$ cat config.mk
export PLATFORM = sky130hd
export DESIGN_NAME = bso_ctrl
export DESIGN_NICKNAME = d
export VERILOG_FILES = /design/src/bso_pkg.sv /design/src/bso_ctrl.sv
export VERILOG_INCLUDE_DIRS = /design/src
export SDC_FILE = /design/constraint.sdc
export NUM_CORES = 1
export LEC_CHECK = 0
export BUFFER_PORTS_ARGS = -buffer_cell sky130_fd_sc_hd__clkbuf_2
export CORE_ASPECT_RATIO = 0.5
export CORE_MARGIN = 8
export CORE_UTILIZATION = 49
export DETAILED_ROUTE_END_ITERATION = 7
export PLACE_DENSITY = 0.79
export SYNTH_ARGS = -nofsm -noshare
export SYNTH_HDL_FRONTEND = slang
export SYNTH_SLANG_ARGS = --single-unit
$ cat constraint.sdc
create_clock -name core_clk -period 2.9 [get_ports core_clk]
set_clock_uncertainty 0.2 [all_clocks]
set_input_delay 0.29 -clock core_clk [delete_from_list [all_inputs] [get_ports core_clk]]
set_output_delay 0.29 -clock core_clk [all_outputs]
set_load 0.02 [all_outputs]
$ cat src/bso_consts.svh
`ifndef BSO_CONSTS_SVH
`define BSO_CONSTS_SVH

// register indices; byte address is four times the index
`define BSO_IDX_STATUS 8'h0E
`define BSO_IDX_CLKCFG 8'h35
`define BSO_IDX_BAKCFG 8'h37

// status fields
`define BSO_ST_PLF 0
`define BSO_ST_SWF 3
`define BSO_ST_BUSY 7

// clock-output config fields
`define BSO_CK_WAKE 2
`define BSO_CK_POWER_LOSS_IRQ_ENABLE 3

// backup config fields
`define BSO_BK_TCR_LO 0
`define BSO_BK_BSM_LO 2
`define BSO_BK_FAST_EDGE_DETECT_ENABLE 4
`define BSO_BK_TCE 5
`define BSO_BK_SWITCHOVER_IRQ_ENABLE 6

// preset defaults
`define BSO_RST_CLKCFG 8'hC0
`define BSO_RST_BAKCFG 8'h10

// comparator slots in the synchroniser vector
`define BSO_S_VDD_GT_BAK 0
`define BSO_S_VDD_GT_THR 1
`define BSO_S_BAK_GT_THR 2
`define BSO_S_VDD_ON 3
`define BSO_S_DROP 4

// timing
`define BSO_CLK_MHZ 25
`define BSO_T_PREFR_MS 66
`define BSO_T_DSM_MS 2
`define BSO_T_LSM_US 15625
`define BSO_T_DEB_MIN_US 122
`define BSO_PREFR_CYC (`BSO_T_PREFR_MS * 1000 * `BSO_CLK_MHZ)
`define BSO_DSM_CYC (`BSO_T_DSM_MS * 1000 * `BSO_CLK_MHZ)
`define BSO_LSM_CYC (`BSO_T_LSM_US * `BSO_CLK_MHZ)
`define BSO_DEB_CYC (`BSO_T_DEB_MIN_US * `BSO_CLK_MHZ)

`define BSO_RESP_OKAY 2'h0
`define BSO_RESP_SLVERR 2'h2

`endif

$ cat src/bso_pkg.sv
package bso_pkg;

  typedef enum logic [1:0] {
    PWR_MAIN = 2'b00,
    PWR_BACKUP = 2'b01,
    PWR_DEBOUNCE = 2'b10
  } bso_pwr_e;

  typedef enum logic [1:0] {
    MODE_OFF = 2'b00,
    MODE_DIRECT = 2'b01,
    MODE_LEVEL = 2'b10
  } bso_mode_e;

  typedef struct packed {
    logic [4:0] syncA;
    logic [4:0] syncB;
    logic dropPrev;
    logic nvmBusy;
    logic [20:0] refreshCnt;
    logic [7:0] cfgClk;
    logic [7:0] cfgBak;
    logic powerLossFlag;
    logic porIrqPend;
    logic swFlag;
    logic clkWake;
    logic mainSeen;
    logic [1:0] effMode;
    logic [20:0] modeCnt;
    bso_pwr_e pwr;
    logic [11:0] debCnt;
    logic awHeld;
    logic wHeld;
    logic [7:0] awAddr;
    logic [7:0] wData;
    logic wStrb0;
    logic awRdy;
    logic wRdy;
    logic arRdy;
    logic bValid;
    logic [1:0] bResp;
    logic rValid;
    logic [1:0] rResp;
    logic [7:0] rData;
    logic intN;
    logic clkLow;
    logic busOff;
    logic chgOn;
    logic evtOut;
    logic bakSel;
    logic standby;
  } bso_state_s;

endpackage

$ cat src/bso_ctrl.sv
`timescale 1ns/100ps
`default_nettype none
`include "bso_consts.svh"

// What this block does
// - power-on reset loads every register and config mirror with its preset value
// - after power-up the mirrors reload from nonvolatile memory, taking about 66 ms
// - status register shows a busy bit while that reload runs
// - power-loss flag sets on supply drop and holds until host writes 0
// - power-loss interrupt fires if enabled and the flag was clear before
// - returning to main supply is debounced for 122 us before bus access reopens
// - mode field: 00 and 10 off, 01 direct, 11 level switching
// - direct mode picks main while it exceeds backup, else backup
// - level mode picks backup only if main below and backup above threshold
// - entering backup sets switchover flag; enabled interrupt holds until flag cleared
// - host bus is isolated and held in reset while on backup power
// - external event input keeps working on backup power
// - clock output is forced low throughout backup power
// - interrupt pin keeps serving earlier configured sources on backup power
// - switchover can enable clock output once main power returns
// - with switchover off the flag reads 0 and main supply stays selected
// - first powered from backup alone, switchover stays off and backup idles
// - off to direct mode takes effect within 2 ms
// - off to level mode takes effect within 15.625 ms
// - charger enable bit and resistor field live in the backup config; default off
// - charger is forced off on backup power
module bso_ctrl #(
  parameter int unsigned PREFR_CYC = `BSO_PREFR_CYC,
  parameter int unsigned DSM_CYC = `BSO_DSM_CYC,
  parameter int unsigned LSM_CYC = `BSO_LSM_CYC
) (
  input wire logic core_clk,
  input wire logic srst,
  input wire logic [7:0] s_axi_awaddr,
  input wire logic s_axi_awvalid,
  output logic s_axi_awready,
  input wire logic [31:0] s_axi_wdata,
  input wire logic [3:0] s_axi_wstrb,
  input wire logic s_axi_wvalid,
  output logic s_axi_wready,
  output logic [1:0] s_axi_bresp,
  output logic s_axi_bvalid,
  input wire logic s_axi_bready,
  input wire logic [7:0] s_axi_araddr,
  input wire logic s_axi_arvalid,
  output logic s_axi_arready,
  output logic [31:0] s_axi_rdata,
  output logic [1:0] s_axi_rresp,
  output logic s_axi_rvalid,
  input wire logic s_axi_rready,
  input wire logic vddAboveBackup,
  input wire logic vddAboveThr,
  input wire logic backupAboveThr,
  input wire logic vddPresent,
  input wire logic supplyDrop,
  input wire logic [7:0] nvmClkoutByte,
  input wire logic [7:0] nvmBackupByte,
  input wire logic eventIn,
  input wire logic otherIrq,
  output logic intN,
  output logic clkoutLow,
  output logic busOff,
  output logic chargerOn,
  output logic [1:0] chargerRes,
  output logic fastEdgeEn,
  output logic eventOut,
  output logic backupSelect,
  output logic backupStandby,
  output logic clkoutWake,
  output logic nvmBusy
);

  localparam int unsigned DEB_CYC = `BSO_DEB_CYC;

  bso_pkg::bso_state_s q;
  bso_pkg::bso_state_s d;
  bso_pkg::bso_mode_e cfgKind;
  bso_pkg::bso_mode_e effKind;
  bso_pkg::bso_mode_e nextKind;
  logic [20:0] modeTarget;
  logic wantBak;
  logic swSet;
  logic porSet;
  logic wrNow;
  logic wrStat;
  logic busOpen;

  function automatic bso_pkg::bso_mode_e modeKind(input logic [1:0] f);
    case (f)
      2'b01: modeKind = bso_pkg::MODE_DIRECT;
      2'b11: modeKind = bso_pkg::MODE_LEVEL;
      default: modeKind = bso_pkg::MODE_OFF;
    endcase
  endfunction

  function automatic logic mapped(input logic [7:0] a);
    mapped = (a == 8'(`BSO_IDX_STATUS * 4)) || (a == 8'(`BSO_IDX_CLKCFG * 4)) ||
             (a == 8'(`BSO_IDX_BAKCFG * 4));
  endfunction

  always_comb begin
    d = q;
    cfgKind = modeKind(q.cfgBak[`BSO_BK_BSM_LO +: 2]);
    effKind = modeKind(q.effMode);
    nextKind = bso_pkg::MODE_OFF;
    modeTarget = 21'h0;
    wantBak = 1'b0;
    swSet = 1'b0;
    porSet = 1'b0;
    wrNow = 1'b0;
    wrStat = 1'b0;
    busOpen = 1'b0;

    // first stage feeds only the second
    d.syncA = {supplyDrop, vddPresent, backupAboveThr, vddAboveThr, vddAboveBackup};
    d.syncB = q.syncA;
    d.dropPrev = q.syncB[`BSO_S_DROP];

    if (q.nvmBusy) begin
      d.refreshCnt = q.refreshCnt + 21'h1;
      if (q.refreshCnt == 21'(PREFR_CYC - 1)) begin
        d.nvmBusy = 1'b0;
        d.cfgClk = nvmClkoutByte;
        d.cfgBak = nvmBackupByte;
      end
    end

    // backup-only start keeps switchover off until main has been seen
    if (q.syncB[`BSO_S_VDD_ON]) begin
      d.mainSeen = 1'b1;
    end
    modeTarget = (cfgKind == bso_pkg::MODE_DIRECT) ? 21'(DSM_CYC - 1) : 21'(LSM_CYC - 1);
    if (!q.mainSeen) begin
      d.effMode = 2'h0;
      d.modeCnt = 21'h0;
    end else if (cfgKind == bso_pkg::MODE_OFF || effKind != bso_pkg::MODE_OFF) begin
      d.effMode = q.cfgBak[`BSO_BK_BSM_LO +: 2];
      d.modeCnt = 21'h0;
    end else begin
      d.modeCnt = q.modeCnt + 21'h1;
      if (q.modeCnt >= modeTarget) begin
        d.effMode = q.cfgBak[`BSO_BK_BSM_LO +: 2];
      end
    end
    nextKind = modeKind(d.effMode);

    case (nextKind)
      bso_pkg::MODE_DIRECT: wantBak = !q.syncB[`BSO_S_VDD_GT_BAK];
      bso_pkg::MODE_LEVEL: wantBak = !q.syncB[`BSO_S_VDD_GT_THR] &&
                                     q.syncB[`BSO_S_BAK_GT_THR];
      default: wantBak = 1'b0;
    endcase

    case (q.pwr)
      bso_pkg::PWR_MAIN: begin
        if (wantBak) begin
          d.pwr = bso_pkg::PWR_BACKUP;
          swSet = 1'b1;
        end
      end
      bso_pkg::PWR_BACKUP: begin
        if (!wantBak) begin
          d.pwr = bso_pkg::PWR_DEBOUNCE;
          d.debCnt = 12'h0;
        end
      end
      bso_pkg::PWR_DEBOUNCE: begin
        // a dip during debounce restarts the whole wait
        if (wantBak) begin
          d.pwr = bso_pkg::PWR_BACKUP;
        end else if (q.debCnt == 12'(DEB_CYC - 1)) begin
          d.pwr = bso_pkg::PWR_MAIN;
          if (q.cfgClk[`BSO_CK_WAKE]) begin
            d.clkWake = 1'b1;
          end
        end else begin
          d.debCnt = q.debCnt + 12'h1;
        end
      end
      default: d.pwr = bso_pkg::PWR_MAIN;
    endcase
    if (nextKind == bso_pkg::MODE_OFF) begin
      d.pwr = bso_pkg::PWR_MAIN;
    end

    // bus: any half-done transfer is dropped when power leaves main
    busOpen = (d.pwr == bso_pkg::PWR_MAIN);
    if (!busOpen) begin
      d.awHeld = 1'b0;
      d.wHeld = 1'b0;
      d.bValid = 1'b0;
      d.rValid = 1'b0;
    end else begin
      if (s_axi_awvalid && q.awRdy) begin
        d.awHeld = 1'b1;
        d.awAddr = s_axi_awaddr;
      end
      if (s_axi_wvalid && q.wRdy) begin
        d.wHeld = 1'b1;
        d.wData = s_axi_wdata[7:0];
        d.wStrb0 = s_axi_wstrb[0];
      end
      if (q.bValid && s_axi_bready) begin
        d.bValid = 1'b0;
      end
      if (q.awHeld && q.wHeld && !q.bValid) begin
        wrNow = 1'b1;
        d.awHeld = 1'b0;
        d.wHeld = 1'b0;
        d.bValid = 1'b1;
        d.bResp = mapped(q.awAddr) ? `BSO_RESP_OKAY : `BSO_RESP_SLVERR;
      end
      if (q.rValid && s_axi_rready) begin
        d.rValid = 1'b0;
      end
      if (s_axi_arvalid && q.arRdy) begin
        d.rValid = 1'b1;
        d.rResp = mapped(s_axi_araddr) ? `BSO_RESP_OKAY : `BSO_RESP_SLVERR;
        d.rData = 8'h0;
        if (s_axi_araddr == 8'(`BSO_IDX_STATUS * 4)) begin
          d.rData[`BSO_ST_PLF] = q.powerLossFlag;
          d.rData[`BSO_ST_SWF] = q.swFlag;
          d.rData[`BSO_ST_BUSY] = q.nvmBusy;
        end else if (s_axi_araddr == 8'(`BSO_IDX_CLKCFG * 4)) begin
          d.rData = q.cfgClk;
        end else if (s_axi_araddr == 8'(`BSO_IDX_BAKCFG * 4)) begin
          d.rData = q.cfgBak;
        end
      end
    end

    if (wrNow && q.wStrb0) begin
      wrStat = (q.awAddr == 8'(`BSO_IDX_STATUS * 4));
      if (wrStat) begin
        if (!q.wData[`BSO_ST_PLF]) begin
          d.powerLossFlag = 1'b0;
          d.porIrqPend = 1'b0;
        end
        if (!q.wData[`BSO_ST_SWF]) begin
          d.swFlag = 1'b0;
          d.clkWake = 1'b0;
        end
      end
      // mirrors are not writable while the reload would overwrite them
      if (!q.nvmBusy && q.awAddr == 8'(`BSO_IDX_CLKCFG * 4)) begin
        d.cfgClk = q.wData;
      end
      if (!q.nvmBusy && q.awAddr == 8'(`BSO_IDX_BAKCFG * 4)) begin
        d.cfgBak = q.wData;
      end
    end

    // hardware sets land after host clears so a coincident event survives
    porSet = q.syncB[`BSO_S_DROP] && !q.dropPrev;
    if (porSet) begin
      d.powerLossFlag = 1'b1;
      if (!q.powerLossFlag && q.cfgClk[`BSO_CK_POWER_LOSS_IRQ_ENABLE]) begin
        d.porIrqPend = 1'b1;
      end
    end
    if (swSet) begin
      d.swFlag = 1'b1;
    end
    if (nextKind == bso_pkg::MODE_OFF) begin
      d.swFlag = 1'b0;
    end

    d.awRdy = busOpen && !d.awHeld && !d.bValid;
    d.wRdy = busOpen && !d.wHeld && !d.bValid;
    d.arRdy = busOpen && !d.rValid;
    d.intN = !(q.porIrqPend || (q.swFlag && q.cfgBak[`BSO_BK_SWITCHOVER_IRQ_ENABLE]) ||
               otherIrq);
    d.clkLow = (d.pwr != bso_pkg::PWR_MAIN);
    d.busOff = (d.pwr != bso_pkg::PWR_MAIN);
    d.chgOn = (d.pwr == bso_pkg::PWR_MAIN) && d.cfgBak[`BSO_BK_TCE];
    d.evtOut = eventIn;
    d.bakSel = (d.pwr != bso_pkg::PWR_MAIN);
    d.standby = (nextKind == bso_pkg::MODE_OFF);
  end

  always_ff @(posedge core_clk) begin
    if (srst) begin
      q <= '0;
      q.nvmBusy <= 1'b1;
      q.cfgClk <= `BSO_RST_CLKCFG;
      q.cfgBak <= `BSO_RST_BAKCFG;
      q.powerLossFlag <= 1'b1;
      q.pwr <= bso_pkg::PWR_MAIN;
      q.intN <= 1'b1;
      q.standby <= 1'b1;
    end else begin
      q <= d;
    end
  end

  assign s_axi_awready = q.awRdy;
  assign s_axi_wready = q.wRdy;
  assign s_axi_bvalid = q.bValid;
  assign s_axi_bresp = q.bResp;
  assign s_axi_arready = q.arRdy;
  assign s_axi_rvalid = q.rValid;
  assign s_axi_rresp = q.rResp;
  assign s_axi_rdata = {24'h0, q.rData};
  assign intN = q.intN;
  assign clkoutLow = q.clkLow;
  assign busOff = q.busOff;
  assign chargerOn = q.chgOn;
  assign chargerRes = q.cfgBak[`BSO_BK_TCR_LO +: 2];
  assign fastEdgeEn = q.cfgBak[`BSO_BK_FAST_EDGE_DETECT_ENABLE];
  assign eventOut = q.evtOut;
  assign backupSelect = q.bakSel;
  assign backupStandby = q.standby;
  assign clkoutWake = q.clkWake;
  assign nvmBusy = q.nvmBusy;
endmodule

`default_nettype wire

==> Word-level counts from Yosys, hierarchy flattened <==
Index checks and enable logic that the tools add are counted.
{ "totals": {"inputBits": 82, "word_cells": 176, "out_inout_bits": 53, "regBits": 132} }
{ "classes": {"mux": 56, "magnitude_cmp": 1, "add_sub_neg": 3, "bitwise_logic": 2, "reduce_logical": 57, "n_eq_ne": 23} }
{ "ops": {"columns": ["operator", "n"], "rows": [
  ["two-way mux 23 bit", 2],
  ["adder 21 x 1 -> 21 bit (second input constant)", 2],
  ["two-way mux 38 bit", 1],
  ["equality test 8 bit (second input constant)", 4],
  ["two-way mux 8 bit", 4],
  ["two-way mux 12 bit", 2],
  ["two-way mux 2 bit", 12],
  ["one-hot mux 12 bit (2 select lines)", 1],
  ["equality test 21 bit (second input constant)", 1],
  [">= comparator 21 x 19 -> 1 bit", 1],
  ["two-way mux 1 bit", 21],
  ["logical AND 1 bit", 20],
  ["two-way mux 20 bit", 1],
  ["two-way mux 19 bit", 1],
  ["equality test 8 x 6 -> 1 bit (second input constant)", 2],
  ["two-way mux 16 bit", 1],
  ["two-way mux 14 bit", 1],
  ["adder 12 x 1 -> 12 bit (second input constant)", 1],
  ["equality test 12 bit (second input constant)", 1],
  ["equality test 2 x 1 -> 1 bit (second input constant)", 6],
  ["one-hot mux 2 bit (2 select lines)", 3],
  ["logical NOT 1 bit", 11],
  ["two-way mux 11 bit", 1],
  ["equality test 2 bit (second input constant)", 5],
  ["other kinds (15)", 37]
]} }

==> Longest topological paths before layout <==
{ "logic_depth": {"word_depth": 21, "mapped_depth": 12, "ltp_nobuf": 12} }

==> Least setup slack after synthesis <==
No wires, ideal clock.
{ "synth_path": {"path_kind": "register to register", "startpoint": "register q[87] (netlist bit)", "endpoint": "register q[51] (netlist bit)", "synth_period_minus_slack_ns": 2.898, "slack_ns": 0.002, "required_time_ns": 2.629, "path_buffers": 1, "t_arrival_ns": 2.627, "stages_incl_launch_ff": 11, "setup_time_ns": 0.071, "path_cell_list": "dfxtp_1 > nor2b_1 > inv_1 > ha_1 > o21a_1 > o311ai_1 > nand3_2 > and3_4 > buf_6 > or4b_1 > a21oi_1"} }
{ "synth_between": {"elab_chain_len": 14, "elab_cells_between_ends": 20, "classes_between": "1 x order compare; 9 x eq/ne; 7 x mux; 3 x reduce/logical"} }
{ "synth_lines": {"columns": ["item", "line", "source"], "rows": [
  ["start: declaration", "bso_ctrl.sv:75", "bso_pkg::bso_state_s q;"],
  ["equality test 2 bit / equality test 2 x 1 -> 1 bit (equally long branches)", "bso_ctrl.sv:89", "case (f)"],
  ["one-hot mux 2 bit (2 select lines)", "bso_ctrl.sv:89", null],
  ["equality test 2 x 1 -> 1 bit", "bso_ctrl.sv:132", "modeTarget = (cfgKind == bso_pkg::MODE_DIRECT) ? 21'(DSM_CYC - 1) : 21'(LSM_CYC - 1);"],
  ["two-way mux 19 bit", "bso_ctrl.sv:132", null],
  [">= comparator 21 x 19 -> 1 bit", "bso_ctrl.sv:141", "if (q.modeCnt >= modeTarget) begin"],
  ["two-way mux 2 bit", "bso_ctrl.sv:141", null],
  ["two-way mux 23 bit *", "bso_ctrl.sv:136", "end else if (cfgKind == bso_pkg::MODE_OFF || effKind != bso_pkg::MODE_OFF) begin"],
  ["two-way mux 23 bit *", "bso_ctrl.sv:133", "if (!q.mainSeen) begin"],
  ["equality test 2 bit / equality test 2 x 1 -> 1 bit (equally long branches)", "bso_ctrl.sv:89", null],
  ["one-hot mux 2 bit (2 select lines) *", "bso_ctrl.sv:89", null],
  ["equality test 2 bit / equality test 2 x 1 -> 1 bit (equally long branches)", "bso_ctrl.sv:147", "case (nextKind)"],
  ["one-hot mux 1 bit (2 select lines) *", "bso_ctrl.sv:147", null],
  ["!= test 2 bit (no source line)", null, null],
  ["AND reduction 4 bit (no source line) *", null, null]
]} }
Every way passes the cells marked *; elsewhere a longest branch is shown, timed or not.
A chain may end at the register's enable or synchronous reset.

==> Worst setup path in the final report <==
{ "layout_path": {"startpoint": "register q[87] (netlist bit)", "endpoint": "register q (netlist bit s_axi_rresp[1])"} }
{ "layout_between": {"elab_chain_len": 17, "elab_cells_between_ends": 25, "classes_between": "1 x order compare; 7 x eq/ne; 12 x mux; 5 x reduce/logical"} }
{ "layout_lines": {"columns": ["item", "line", "source"], "rows": [
  ["equality test 2 bit / equality test 2 x 1 -> 1 bit (equally long branches)", "bso_ctrl.sv:89", null],
  ["one-hot mux 2 bit (2 select lines)", "bso_ctrl.sv:89", null],
  ["equality test 2 x 1 -> 1 bit", "bso_ctrl.sv:132", null],
  ["two-way mux 19 bit", "bso_ctrl.sv:132", null],
  [">= comparator 21 x 19 -> 1 bit", "bso_ctrl.sv:141", null],
  ["two-way mux 2 bit", "bso_ctrl.sv:141", null],
  ["two-way mux 23 bit *", "bso_ctrl.sv:136", null],
  ["two-way mux 23 bit *", "bso_ctrl.sv:133", null],
  ["equality test 2 bit / equality test 2 x 1 -> 1 bit (equally long branches)", "bso_ctrl.sv:89", null],
  ["one-hot mux 2 bit (2 select lines) *", "bso_ctrl.sv:89", null],
  ["equality test 2 bit / equality test 2 x 1 -> 1 bit (equally long branches)", "bso_ctrl.sv:147", null],
  ["one-hot mux 1 bit (2 select lines)", "bso_ctrl.sv:147", null],
  ["two-way mux 2 bit, or another cell as far along", "bso_ctrl.sv:169", "if (wantBak) begin"],
  ["one-hot mux 2 bit (3 select lines)", "bso_ctrl.sv:154", "case (q.pwr)"],
  ["two-way mux 2 bit *", "bso_ctrl.sv:182", "if (nextKind == bso_pkg::MODE_OFF) begin"],
  ["logical NOT 2 bit *", "bso_ctrl.sv:187", "busOpen = (d.pwr == bso_pkg::PWR_MAIN);"],
  ["AND reduction 2 bit (no source line) *", null, null]
]} }
Every way passes the cells marked *; elsewhere a longest branch is shown, timed or not. The select of a mux whose other input is x is not followed.

==> metrics.txt <==
final hold vios 0; post-route ant nets 0; outcome finished clean; Slew headroom 54.00%; port buffer count 81; initial antenna violation count 1; syn_area_per_cell 8.764 um^2; Post-Syn Area 6178 um^2; Die X 174.8 um; CP Data Arrival Time 2930 ps; Critical Path Fanout Max 9; Worst-Skew Late Latency 420 ps; Leakage 2.987 nW; CTS tree built; Synth Instances 705; maxcap violations 0; clock buffer count from CTS 17; row count 29; Clock Path Buffers 2; crit path time final 2783 ps; Wirelength per Cell 15.77 um; Layout fillers 1011; Slew @ Worst Pin 689.9 ps; CTS Sinks 129; fin nets 899; drt total wl 15.67 mm; Reg area 2584 um^2; Hold Path Cell Cnt 3; post-DR vias/cell 5.459; M1 WL 6.605 mm; layout cell share with drive strength beyond 1 20.90%; H-Tree Depth 4; power per cell area 553.0 nW/um^2; Async SR Flop Fraction 0%; top sig layer met4; Std-Cell Core Area 12480 um^2; final core occ 60.70%; most area-consuming cells after synthesis dfxtp_1, mux2i_1, buf_4; share of the synthesized area in the top cell type 41.80%; Place WS -57.36 ps; synth unique cells 66; Die H 95.40 um; Top Ports 135; min-delay worst type input pin to flip-flop; clock root buffer clkbuf_16; Max VDD drop 0.0003340 V; number of flops mapped to enable cells by yosys 0; Worst R2R Path Depth 10; CP endpoint kind flip-flop; die area 16680 um^2; area delta synth->final 22.62%; total number of vias 5426; drc violations 0; footprint of the multi-input gates 3232 um^2; Worst-path clk slew 60 ps; fin. max-slew vios 0; fin crit share 95.97%; Detailed Routing Iterations Pass 1 5; hold slack 27.93 ps; pin count of the biggest net entering global routing 40; CP Launch Type flip-flop; vias in the first global route 5282; first-pass GRT wire length 25.19 mm; f_max 0.3593 GHz; GRT Resource Usage Total 18.45%; Synth area leader dfxtp_1; met3 routed WL 856 um; placed wire-length estimate 10.26 mm; Final WS setup 117.0 ps; Setup violations, final 0; top_reg_cell synth dfxtp_1; worst setup path class flip-flop to flip-flop; Critical Path RT 3050 ps; number of synthesized register bits 129; Seq/Total Area, Yosys 41.80%; WL met2 7.892 mm; initial cell density of the core 49.50%; GRT overflow 0; GP Congestion 0.8594; synth warn 0; initial DRC count 369
[where the power goes]
part	switching (mW)	internal, mW
sequential	0.0259	1.81
combinational	0.147	0.101
clock	0.831	1.28
total	1.00	3.19
[layer usage]
metal	track usage [%]	up-vias
met5	0	-
met4	8.549	0
met3	4.190	32
met2	33.46	176
met1	20.83	2579
li1	-	2639
[worst paths after layout]
path                      from                          end  slack, ps
max           q[87]$_SDFF_PP0_  s_axi_rresp[1]$_SDFFE_PP0P_        120
min           nvmBackupByte[6]             q[91]$_SDFF_PP0_         30
max reg2reg   q[87]$_SDFF_PP0_  s_axi_rresp[1]$_SDFFE_PP0P_        120
min reg2reg  d[126]$_SDFF_PP0_            q[126]$_SDFF_PP0_        250
[per-stage QoR]
| step | instance area (um^2) | setup TNS (ps) | total power, mW | cells |
|---|---|---|---|---|
| final | 7576 | 0 | 4.189 | 994 |
| after global routing | 7576 | -14.41 | 4.314 | 994 |
| after CTS | 7472 | 0 | 4.196 | 990 |
| after detailed placement | 6594 | -394.0 | 2.079 | 929 |
| after global placement | 6594 | 0 | 2.074 | 929 |
| after floorplan | 6272 | 0 | 2.033 | 730 |
[cells in the final DEF, fill, tap and decap left out, drive strengths merged, types with 5 or more instances in the layout]
cell and n:
nor4 6, xnor2 9, nor2b 19, nand4 25, dfxtp 129, inv 22, clkinv 5, or3 9
conb 26, nor2 66, mux2 8, ha 7, mux2i 35, nor3 24, dlygate4sd3 28, a211oi 9
nand3 16, and3 15, or4 11, nand2b 6, xor2 23, a21oi 34, o21ai 31, nand2 73
clkbuf 101, buf 19
[cells in the mapped netlist, types with 14 or more instances]
cell type  instances
dfxtp_1          129
nand2_1           73
nor2_1            65
buf_4             42
mux2i_1           35
a21oi_1           32
o21ai_0           31
nand4_1           25
nor3_1            23
xor2_1            23
nor2b_1           19
inv_1             18
clkbuf_1          17
nand3_1           15
and3_1            14
[kinds of logic after synthesis]
logic type / share of synthesized area (%)
AO/OA/AOI/OAI: 11.50
buffers and inverters: 8.262
flip-flops: 41.80
AND/OR/NAND/NOR: 25.29
adder cells (fa/ha/maj): 1.418
other: 0.06070
XOR/XNOR: 4.536
multiplexers: 7.129
[final cells by class]
cell class,instances,share of cell area (%)
antenna,1,0.03303
inverter,18,0.8918
multi-input combinational,514,42.66
timing repair buffer,130,11.81
clock inverter,14,2.031
clock buffer,18,5.665
tap,170,2.808
sequential,129,34.10
[critical path, cell delays in order, from the launching register on]
cell	delay, ps
dfxtp_2	330
nor2b_4	150
inv_2	70
ha_1	260
o21a_1	190
o311ai_2	310
a21o_1	240
a21oi_4	110
buf_12	170
or4b_4	540
a21oi_2	140
[registers in the layout, indices dropped and copies added (netlist names), 2 cells and up]
| signal | flops |
|---|---|
| d | 6 |
| chargerRes | 2 |
| q | 98 |
| s_axi_rdata | 8 |
[what timing repair did]
item | in CTS | in global routing
hold buffers | 28 | 0
endpoints found under the hold margin | 28 | 0
cloned | 0 | 2
endpoints found under the setup margin | 29 | 49
buffers inserted | 1 | 1
pin swaps | 0 | 4
gates resized for setup | 1 | 11
Power figures use the tool's default switching activity.
